==> config.mk <==
export PLATFORM = sky130hd
export DESIGN_NAME = dtr_regs
export DESIGN_NICKNAME = d
export VERILOG_FILES = /design/src/verilog/dtr_pkg.sv /design/src/verilog/dtr_rate_rom.sv /design/src/verilog/dtr_regs.sv
export SDC_FILE = /design/constraint.sdc
export NUM_CORES = 1
export LEC_CHECK = 0
export ABC_AREA = 1
export ABC_CLOCK_PERIOD_IN_PS = 2700
export BUFFER_PORTS_ARGS = -buffer_cell sky130_fd_sc_hd__buf_4
export CELL_PAD_IN_SITES_DETAIL_PLACEMENT = 1
export CELL_PAD_IN_SITES_GLOBAL_PLACEMENT = 1
export CORE_MARGIN = 5
export CORE_UTILIZATION = 40
export DETAILED_ROUTE_END_ITERATION = 10
export PLACE_DENSITY = 0.95
export REMOVE_ABC_BUFFERS = 1
export SYNTH_ARGS = -nofsm -noshare
export SYNTH_HDL_FRONTEND = slang
export SYNTH_HIERARCHICAL = 1
export SYNTH_SLANG_ARGS = --single-unit
export TNS_END_PERCENT = 5
==> constraint.sdc <==
create_clock -name i_clk -period 2.7 [get_ports i_clk]
set_input_delay 0.405 -clock i_clk [delete_from_list [all_inputs] [get_ports i_clk]]
set_output_delay 0.405 -clock i_clk [all_outputs]
set_load 0.005 [all_outputs]
==> src/verilog/dtr_pkg.sv <==
// shared constants and types for the D-PHY timing override register bank
package dtr_pkg;

    // =====================================================================
    // types
    typedef logic [6:0]       dtr_field_t;
    typedef dtr_field_t [5:0] dtr_set_t;

    // slot 0 is the least significant field
    typedef struct packed {
        dtr_field_t hs_exit;
        dtr_field_t hs_trail;
        dtr_field_t hs_zero;
        dtr_field_t hs_prepare;
        dtr_field_t clk_post;
        dtr_field_t clk_trail;
    } dtr_timing_t;

    typedef enum logic [2:0] {
        RATE_400  = 3'h0,
        RATE_800  = 3'h1,
        RATE_1200 = 3'h2,
        RATE_1500 = 3'h3,
        RATE_1600 = 3'h4
    } dtr_rate_t;

    typedef enum logic [1:0] {
        PH_DECODE = 2'h0,
        PH_FETCH  = 2'h1,
        PH_ANSWER = 2'h2
    } dtr_phase_t;

    // =====================================================================
    // bus and register map (indices; byte address is four times the index)
    localparam int                AVS_AW     = 10;
    localparam int                AVS_DW     = 32;
    localparam int                NUM_SLOTS  = 6;
    localparam logic [2:0]        SLOT_NONE  = 3'h7;
    localparam logic [5:0][7:0]   TIMING_IDX = {8'h47, 8'h46, 8'h45, 8'h44, 8'h43, 8'h42};
    localparam logic [7:0]        IDX_RATE   = 8'h50;
    localparam logic [7:0]        IDX_STATUS = 8'h51;

    // =====================================================================
    // field positions
    localparam int OVR_BIT       = 7;
    localparam int STAT_RATE_LSB = 0;
    localparam int STAT_OVR_LSB  = 8;

    // =====================================================================
    // computed timing per lane rate, fields ordered exit..clk_trail
    localparam dtr_set_t RATE_TABLE [5] = '{
        {7'h06, 7'h04, 7'h06, 7'h03, 7'h09, 7'h06},
        {7'h0B, 7'h08, 7'h0C, 7'h06, 7'h0A, 7'h0B},
        {7'h10, 7'h0B, 7'h12, 7'h08, 7'h0C, 7'h10},
        {7'h14, 7'h0E, 7'h16, 7'h0A, 7'h0D, 7'h14},
        {7'h15, 7'h0F, 7'h18, 7'h0B, 7'h0E, 7'h15}
    };
    localparam dtr_rate_t RATE_RESET = RATE_800;
    localparam dtr_rate_t RATE_MAX   = RATE_1600;
    localparam dtr_set_t  RESET_SET  = RATE_TABLE[1];

endpackage : dtr_pkg

==> src/verilog/dtr_rate_rom.sv <==
// lookup of computed D-PHY timing values for the selected lane rate
`timescale 1ns/10ps
`default_nettype none

module dtr_rate_rom
    import dtr_pkg::*;
(
    input  wire logic      i_clk,
    input  wire logic      i_rst,
    input  wire dtr_rate_t i_rate,
    output dtr_set_t       o_set,
    output dtr_rate_t      o_rate
);

    // =====================================================================
    // registered read; the reset row is the 800 Mbps row
    always_ff @(posedge i_clk) begin
        if (i_rst) begin
            o_set  <= RESET_SET;
            o_rate <= RATE_RESET;
        end else begin
            o_set  <= RATE_TABLE[i_rate];
            o_rate <= i_rate;
        end
    end

endmodule // dtr_rate_rom

`default_nettype wire

==> src/verilog/dtr_regs.sv <==
// D-PHY transmit timing override register bank on an Avalon-MM slave
//
// Notes on behaviour
// - Register 0x42 bit 7 picks computed or written clock-lane trail time from bits 6:0, field resets to 0xB.
// - Register 0x43 bit 7 picks computed or written clock-lane post time from bits 6:0, field resets to 0xA.
// - Register 0x44 bit 7 picks computed or written data-lane prepare time, register resets to 0x06.
// - Register 0x45 bit 7 picks computed or written data-lane zero time, register resets to 0x0C.
// - Register 0x46 bit 7 picks computed or written data-lane trail time, field resets to 0x8.
// - Register 0x47 bit 7 picks computed or written data-lane exit time, field resets to 0xB.
// - With the select bit clear the value field drops writes and reads back the live computed value.
// - With the select bit set the value field stores writes, reads them back and drives the timing.
// - Reset values are the 800 Mbps figures and computed values follow the chosen lane rate.
//
// The Avalon-MM register port was chosen for this implementation.
`timescale 1ns/10ps
`default_nettype none

module dtr_regs
    import dtr_pkg::*;
(
    input  wire logic              i_clk,
    input  wire logic              i_rst,
    input  wire logic [AVS_AW-1:0] i_avs_address,
    input  wire logic              i_avs_read,
    input  wire logic              i_avs_write,
    input  wire logic [AVS_DW-1:0] i_avs_writedata,
    input  wire logic [3:0]        i_avs_byteenable,
    output logic [AVS_DW-1:0]      o_avs_readdata,
    output logic                   o_avs_waitrequest,
    output dtr_timing_t            o_timing,
    output dtr_rate_t              o_rate
);

    // =====================================================================
    // decode helpers
    function automatic logic hits(input logic [AVS_AW-1:0] a, input logic [7:0] idx);
        return (a[1:0] == 2'h0) && (a[AVS_AW-1:2] == idx);
    endfunction

    function automatic logic [2:0] slot_of(input logic [AVS_AW-1:0] a);
        logic [2:0] s;
        s = SLOT_NONE;
        for (int k = 0; k < NUM_SLOTS; k++) begin
            if (hits(a, TIMING_IDX[k])) begin
                s = 3'(k);
            end
        end
        return s;
    endfunction

    // =====================================================================
    // declarations
    dtr_phase_t       phase;
    dtr_phase_t       next_phase;
    logic             req;
    logic             wr_acc;
    logic [2:0]       slot;
    logic [5:0]       ovr_mask;
    dtr_set_t         stored;
    dtr_set_t         eff;
    dtr_set_t         rom_set;
    dtr_rate_t        rate;
    dtr_rate_t        rate_live;
    logic [AVS_DW-1:0] next_readdata;

    assign req    = i_avs_read | i_avs_write;
    assign slot   = slot_of(i_avs_address);
    assign wr_acc = i_avs_write && (phase == PH_ANSWER);

    // =====================================================================
    // bus handshake: decode, fetch, answer; the extra fetch cycle lets the
    // rate lookup settle after a rate write before any read samples it
    always_comb begin
        case (phase)
            PH_DECODE: next_phase = req ? PH_FETCH : PH_DECODE;
            PH_FETCH:  next_phase = req ? PH_ANSWER : PH_DECODE;
            PH_ANSWER: next_phase = PH_DECODE;
            default:   next_phase = PH_DECODE;
        endcase
    end

    always_ff @(posedge i_clk) begin
        if (i_rst) begin
            phase <= PH_DECODE;
        end else begin
            phase <= next_phase;
        end
    end

    assign o_avs_waitrequest = req && (phase != PH_ANSWER);

    // =====================================================================
    // rate select, illegal codes dropped
    always_ff @(posedge i_clk) begin
        if (i_rst) begin
            rate <= RATE_RESET;
        end else if (wr_acc && i_avs_byteenable[0] && hits(i_avs_address, IDX_RATE)
                     && (i_avs_writedata[2:0] <= RATE_MAX)) begin
            rate <= dtr_rate_t'(i_avs_writedata[2:0]);
        end
    end

    // computed values refresh one cycle after any rate change
    dtr_rate_rom u_rom (
        .i_clk  (i_clk),
        .i_rst  (i_rst),
        .i_rate (rate),
        .o_set  (rom_set),
        .o_rate (rate_live)
    );

    // =====================================================================
    // six override slots, 0x42 through 0x47
    for (genvar g = 0; g < NUM_SLOTS; g++) begin : g_slot
        logic       sel;
        dtr_field_t val;

        // select bit and value share one write; a value only lands when the
        // same write sets the select bit, otherwise it is dropped
        always_ff @(posedge i_clk) begin
            if (i_rst) begin
                sel <= 1'b0;
                val <= RESET_SET[g];
            end else if (wr_acc && i_avs_byteenable[0] && (slot == 3'(g))) begin
                sel <= i_avs_writedata[OVR_BIT];
                if (i_avs_writedata[OVR_BIT]) begin
                    val <= i_avs_writedata[6:0];
                end
            end
        end

        assign ovr_mask[g] = sel;
        assign stored[g]   = val;
        assign eff[g]      = sel ? val : rom_set[g];
    end

    assign o_timing = dtr_timing_t'(eff);
    assign o_rate   = rate_live;

    // =====================================================================
    // read path, captured in the fetch cycle and held through the answer
    always_comb begin
        next_readdata = '0;
        if (slot != SLOT_NONE) begin
            next_readdata[7:0] = {ovr_mask[slot], eff[slot]};
        end else if (hits(i_avs_address, IDX_RATE)) begin
            next_readdata[2:0] = rate;
        end else if (hits(i_avs_address, IDX_STATUS)) begin
            next_readdata[STAT_RATE_LSB +: 3] = rate_live;
            next_readdata[STAT_OVR_LSB +: 6]  = ovr_mask;
        end
    end

    always_ff @(posedge i_clk) begin
        if (i_rst) begin
            o_avs_readdata <= '0;
        end else if (i_avs_read && (phase == PH_FETCH)) begin
            o_avs_readdata <= next_readdata;
        end
    end
endmodule // dtr_regs

`default_nettype wire

==> results of run 1 <==
==> path summary, 6_finish.rpt <==
| kind | startpoint | to | slack, ns | cells after the start |
|---|---|---|---|---|
| hold reg to reg | phase[0] | phase[0] | 0.45 | 1 |
| setup / recovery | g_slot[3].sel | o_timing[24] | 0.36 | 5 |
| setup reg to reg | g_slot[3].sel | o_avs_readdata[4] | 0.76 | 8 |
| hold / removal | i_avs_writedata[4] | g_slot[3].val[4] | 0.34 | 3 |
==> flip-flops by register name, summed over array words and instances (netlist names) <==
name            flops
g_slot.val         42
u_rom/o_set        12
u_rom/o_rate        3
g_slot.sel          6
rate                3
phase               2
o_avs_readdata     14
==> layer usage <==
layer / GRT usage, % / wire (um) / up-vias
li1: - / - / 2251
met1: 28.8 / 7180 / 2330
met2: 40.4 / 8370 / 181
met3: 5.25 / 1070 / 43
met4: 8.36 / 546 / 0
met5: 0 / 0 / -
==> through the flow <==
step | hold WS, ns | std cells | utilization (%) | area, um^2 | total power, W
finish | 0.342 | 898 | 48.1 | 5510 | 0.00281
global route | 0.351 | 898 | 48.1 | 5510 | 0.00290
CTS | 0.349 | 898 | 48.1 | 5510 | 0.00282
detailed placement | 0.443 | 882 | 45.2 | 5180 | 0.00147
global placement | 0.422 | 882 | 45.2 | 5180 | 0.00146
floorplan | 0.414 | 650 | - | 4330 | 0.00134
==> logic make-up after synthesis <==
kind of cell	synth area share, %
and+or+nand+nor	33.1
buffers and inverters	16.4
AOI/OAI and AO/OA	14.0
other	0.239
adders and majority gates	1.33
DFF	34.9
==> power groups by stage <==
stage	logic, W	registers (W)	clock network, W
2_1_floorplan	0.0000918	0.00125	0
3_3_place_gp	0.000206	0.00125	0
3_5_place_dp	0.000214	0.00125	0
4_1_cts	0.000217	0.00123	0.00138
5_1_grt	0.000238	0.00123	0.00143
6_report	0.000220	0.00123	0.00137
==> cell type report <==
type                    count  area [um^2]
well taps                 143          179
clock inverters             4         73.8
inverters                  75          282
multi-input cells         493         2410
fillers                  1505         5960
clock buffers              12          256
flip-flops and latches     82         1640
repair buffers             89          668
==> Yosys cell counts (2+ instances only) <==
cell type                  number  area [um^2]
sky130_fd_sc_hd__a21oi_1       43          215
sky130_fd_sc_hd__clkbuf_1       8         30.0
sky130_fd_sc_hd__o211ai_1      14          105
sky130_fd_sc_hd__a211oi_1       3         22.5
sky130_fd_sc_hd__nand3_1       46          230
sky130_fd_sc_hd__nor3_1         5         25.0
sky130_fd_sc_hd__nand2_2        4         25.0
sky130_fd_sc_hd__nor2_1        44          165
sky130_fd_sc_hd__buf_4         49          368
sky130_fd_sc_hd__o22ai_1        2         12.5
sky130_fd_sc_hd__inv_1         66          248
sky130_fd_sc_hd__o21ai_1        4         20.0
sky130_fd_sc_hd__nand3_2        3         30.0
sky130_fd_sc_hd__buf_2         14         70.1
sky130_fd_sc_hd__inv_2          8         30.0
sky130_fd_sc_hd__ha_1           5         62.6
sky130_fd_sc_hd__nor2_8         3         60.1
sky130_fd_sc_hd__o21ai_0       55          275
sky130_fd_sc_hd__nand2_1      189          709
sky130_fd_sc_hd__buf_6          2         22.5
sky130_fd_sc_hd__dfxtp_1       82         1640
sky130_fd_sc_hd__nor2_4         5         56.3
sky130_fd_sc_hd__nand4_1        8         50.1
sky130_fd_sc_hd__conb_1         3         11.3
sky130_fd_sc_hd__or2_2         15         93.8
sky130_fd_sc_hd__nand3_4        3         52.6
==> worst max-delay path: cells and delay by family (launching register included) <==
| family | cells | cell delay (ns) |
|---|---|---|
| flops | 1 | 0.55 |
| buf+inv | 3 | 0.52 |
| simple gates | 1 | 0.34 |
| compound gates | 1 | 0.18 |
==> summary.txt, run 1 <==
Starting Density: 41.0%
delay of the slowest cell on the worst path: 0.55 ns
design internal power: 0.00216 W
instance count of the mapped netlist: 691
relative contribution of combinational cells to total power: 7.8%
async set or reset register ratio after synthesis: 0%
critical setup path kind: reg -> out
fraction of final layout cells with drive strength greater than 1: 19.9%
Layout Nets: 805
signed area change from the synthesized netlist to the final layout: 17.2%
number of distinct library cell variants in the gate-level netlist after synthesis: 34
unrepaired setup endpoints after global routing: false
slowest stage cell on the critical path: sky130_fd_sc_hd__dfxtp_1
Data required, critical path: 2.30 ns
maximum buffer depth of the clock tree: 2
Critical Path Most Common Cell: sky130_fd_sc_hd__inv_1
clock edge transition at the registers on the reported setup and hold paths: 0.07 ns
core outline area: 11500 um^2
proportion of synthesized chip area in sequential cells: 34.9%
Die Span X: 118 um
Net Sw Frac: 23.3%
Clk network pwr share: 48.6%
clock sink total: 82
vias in the first global route: 4957
final-layout setup total negative slack: 0 ns
post-DR wirelength/cell: 19.1 um
clock insertion delay at the later pin of the skew report: 0.35 ns
most frequent standard cell in the layout excluding fill and tap cells: sky130_fd_sc_hd__nand2_1
syn avg cell area: 6.81 um^2
Remaining DRCs: 0
total global routing overflow: 0
TritonCTS clock tree: built
leakage power of the design: 2.72 nW
switching pwr: 0.000657 W
path type of the worst min-delay path: in -> reg
clock tree skew after final layout: 0.0103 ns
level count of the clock H-tree: 3
Final Hold Viols: 0
Root Driver: sky130_fd_sc_hd__clkbuf_16
Final Routed Wirelength: 17200 um
number of nets with antenna violations after detailed routing: 0
gpl congestion: 0.944
number of rows in the core area: 39
post-detailed-route via-to-cell ratio: 5.35
number of vias after detailed routing: 4805
top library cells by usage in the layout, fill and taps aside: 189 x sky130_fd_sc_hd__nand2_1, 89 x sky130_fd_sc_hd__buf_4, 82 x sky130_fd_sc_hd__dfxtp_1
maximum number of pins on one net before global-route repair: 43
Final Cycle Share: 86.8%
antenna violations before repair: 0
YS warnings: 6
IO Count: 128
Detailed Routing Iterations Pass 1: 5
count of routing violations after the opening detailed-route iteration: 309
cell-by-cell trace of the critical path: inv_1 -> or2_2 -> o21ai_0 -> inv_1 -> buf_4
number of input and output port buffers inserted: 82
global routing usage summed across all routing layers: 23.5%
run status: finished clean
share of power burned in registers: 43.6%
final count of negative-setup-slack endpoints: 0
crit-path max FO: 9
number of hold buffers added after cts: 0
power density over the cells: 511 nW/um^2
Worst EP arrival: 1.94 ns
die outline area: 14000 um^2
count of flip-flops with a built-in enable after synthesis: 0
max-cap viol count: 0
category of the worst setup path capture point: output port
overall die height: 118 um
post-synthesis instance area: 4700 um^2
antenna cells: 0
worst ir drop on vdd: 0.289 mV
type of origin of the critical path: register
max-slew violation total from the final report: 0
maximum clock rate: 427 MHz
Top FF cell, synth: sky130_fd_sc_hd__dfxtp_1
setup ws final: 0.358 ns
worst-case setup slack after placement: 0.534 ns
Min Clock Period, post-route: 2.34 ns
TritonCTS buffer count: 9
buffers inserted by post-CTS timing repair: 0
count of state elements after synthesis: 82
global-route wire length before repair: 26300 um
post-CTS sizing: 0
HPWL after DPL: 12600 um
Power figures use the tool's default switching activity.
==> run 2, diff against run 1 <==
Settings changed: REMOVE_ABC_BUFFERS 1 to not set.
==> run 2 against run 1 <==
Net effect:
- register-to-register slack got worse by 0.25 ns
- global-route usage increased by 1.6 points
- via count increased by 4.4%
- critical path depth unchanged
- cell count unchanged
- clock skew decreased by 0.0010 ns
- combinational power about the same
- sequential cell count unchanged
- worst hold slack improved by 0.0060 ns
- routed wire length increased by 5.5%
- fmax decreased by 2.0%
- first-iteration DRC count increased by 33%
- largest power group unchanged
==> summary.txt, run 2 (same netlist as run 1, synthesis figures left out) <==
worst-case setup slack after placement: 0.597 ns (+0.0636 ns)
fraction of final layout cells with drive strength greater than 1: 19.9% (unchanged)
relative contribution of combinational cells to total power: 7.8% (about the same)
Final Cycle Share: 88.5% (+1.7 points)
critical setup path kind: reg -> out
final instance count without filler cells: 898 (unchanged)
Root Driver: sky130_fd_sc_hd__clkbuf_16
max-slew violation total from the final report: 0 (unchanged)
biggest registers after layout: g_slot.val (42), o_avs_readdata (14), u_rom/o_set (12)
clock insertion delay at the later pin of the skew report: 0.34 ns (about the same)
Top reg by flops: g_slot.val
TritonCTS clock tree: built
Layout Nets: 805 (unchanged)
Starting Density: 41.0% (unchanged)
vias in the first global route: 5236 (+5.6%)
clock tree skew after final layout: 0.00924 ns (-0.00101 ns)
worst ir drop on vdd: 0.306 mV (+5.9%)
Die Span X: 118 um (unchanged)
total cell area at the placement stage: 5180 um^2 (unchanged)
die outline area: 14000 um^2 (unchanged)
Final Routed Wirelength: 18100 um (+5.5%)
Net Sw Frac: 23.9% (+0.55 points)
gpl congestion: 0.955 (+1.2%)
global routing usage summed across all routing layers: 25.1% (+1.6 points)
antenna cells: 0 (unchanged)
number of vias after detailed routing: 5018 (+4.4%)
slowest stage cell on the critical path: sky130_fd_sc_hd__dfxtp_1
clock sink total: 82 (unchanged)
maximum number of pins on one net before global-route repair: 43 (unchanged)
Final Hold Viols: 0 (unchanged)
share of power burned in registers: 43.9% (+0.3 points)
antenna violations before repair: 0 (unchanged)
unrepaired setup endpoints after global routing: false
Remaining DRCs: 0 (unchanged)
type of origin of the critical path: register
WP buf/inv: 3 (unchanged)
overall die height: 118 um (unchanged)
setup ws final: 0.311 ns (-0.0469 ns)
level count of the clock H-tree: 3 (unchanged)
maximum clock rate: 419 MHz (-2.0%)
post-detailed-route via-to-cell ratio: 5.59 (+4.4%)
IO Count: 128 (unchanged)
core outline area: 11500 um^2 (unchanged)
Worst slew margin: 66.6%
path type of the worst min-delay path: in -> reg
Sequential Area: 1640 um^2 (unchanged)
crit-path max FO: 10 (+1)
number of flip-flops in the largest register: 42 (unchanged)
number of rows in the core area: 39 (unchanged)
max-cap viol count: 0 (unchanged)
pin slew with the least headroom to its limit: 0.501 ns
category of the worst setup path capture point: output port
worst hold margin: 0.348 ns (+0.00599 ns)
Worst EP arrival: 1.98 ns (+0.04 ns)
post-CTS sizing: 0 (unchanged)
Data required, critical path: 2.30 ns (about the same)
Min Clock Period, post-route: 2.39 ns (+0.0469 ns)
Clk network pwr share: 48.3% (-0.3 points)
footprint of the multi-input gates: 2410 um^2 (unchanged)
delay of the slowest cell on the worst path: 0.57 ns (+0.02 ns)
number of nets with antenna violations after detailed routing: 0 (unchanged)
most frequent standard cell in the layout excluding fill and tap cells: sky130_fd_sc_hd__nand2_1
global-route wire length before repair: 28400 um (+7.9%)
HPWL after DPL: 12600 um (-0.25%)
number of input and output port buffers inserted: 82 (unchanged)
clock edge transition at the registers on the reported setup and hold paths: 0.07 ns (about the same)
maximum buffer depth of the clock tree: 2 (unchanged)
switching pwr: 0.000668 W (+1.7%)
total global routing overflow: 0 (unchanged)
leakage power of the design: 2.71 nW (-0.31%)
dpl cells: 882 (unchanged)
final count of negative-setup-slack endpoints: 0 (unchanged)
power density over the cells: 508 nW/um^2 (-0.47%)
post-DR wirelength/cell: 20.2 um (+5.5%)
cell-by-cell trace of the critical path: inv_1 -> or2_2 -> o21ai_0 -> inv_1 -> buf_4
final-layout setup total negative slack: 0 ns (unchanged)
fill cell total of the finished layout: 1484 (-1.4%)
TritonCTS buffer count: 9 (unchanged)
design internal power: 0.00213 W (-1.4%)
Detailed Routing Iterations Pass 1: 5 (unchanged)
top library cells by usage in the layout, fill and taps aside: 189 x sky130_fd_sc_hd__nand2_1, 89 x sky130_fd_sc_hd__buf_4, 82 x sky130_fd_sc_hd__dfxtp_1
number of hold buffers added after cts: 0 (unchanged)
Critical Path Most Common Cell: sky130_fd_sc_hd__inv_1
signed area change from the synthesized netlist to the final layout: 16.9%
run status: finished clean
count of routing violations after the opening detailed-route iteration: 411 (+33%)
cell family with most CP delay: flip-flops
Non-Filler Cell Area, Final: 5500 um^2 (-0.18%)
buffers inserted by post-CTS timing repair: 0 (unchanged)
run 2: changes by cell type in the layout (fill, tap and decap cells not counted), sizes merged:
cell and change:
clkbuf -1, clkinvlp +1
run 2: path summary, 6_finish.rpt:
path                            from                end  slack [ns]  cells after the start
setup / recovery       g_slot[2].sel       o_timing[14]        0.31                      5
hold / removal    i_avs_writedata[1]   g_slot[3].val[1]        0.35                      3
setup reg to reg       g_slot[2].sel  o_avs_readdata[0]        0.51                     10
hold reg to reg             phase[0]           phase[0]        0.47                      1
run 2: metal layers:
layer	global-route usage (%)	vias to the layer above	share of wire, %
li1	-	2257	-
met1	30.9	2411	39
met2	41.3	283	48
met3	6.30	67	8.6
met4	11.5	0	4.0
met5	0	-	0
run 2: metrics by stage:
stage / utilization (%) / total power (W)
after floorplan: - / 0.00140
after global placement: 45.2 / 0.00146
after detailed placement: 45.2 / 0.00146
after CTS: 48.0 / 0.00279
after global routing: 48.0 / 0.00286
final: 48.0 / 0.00280
run 2: cell type report:
| type | count | share of cell area, % |
|---|---|---|
| Multi-Input combinational cell | 493 | 43.8 |
| Sequential cell | 82 | 29.8 |
| Timing Repair Buffer | 89 | 12.1 |
| Inverter | 75 | 5.12 |
| Clock buffer | 11 | 4.41 |
| Tap cell | 143 | 3.25 |
| Clock inverter | 5 | 1.41 |
run 2: worst min-delay path, stage by stage:
cell,delay (ns)
sky130_fd_sc_hd__buf_4,0.13
sky130_fd_sc_hd__nand2_1,0.06
sky130_fd_sc_hd__a21oi_1,0.05
run 2: power by group through the flow:
stage / logic (W) / registers [W] / clock network, W
floorplan: 0.000143 / 0.00125 / 0
global route: 0.000238 / 0.00123 / 0.00139
CTS: 0.000214 / 0.00123 / 0.00135
detailed placement: 0.000211 / 0.00125 / 0
finish: 0.000218 / 0.00123 / 0.00135
global placement: 0.000203 / 0.00125 / 0
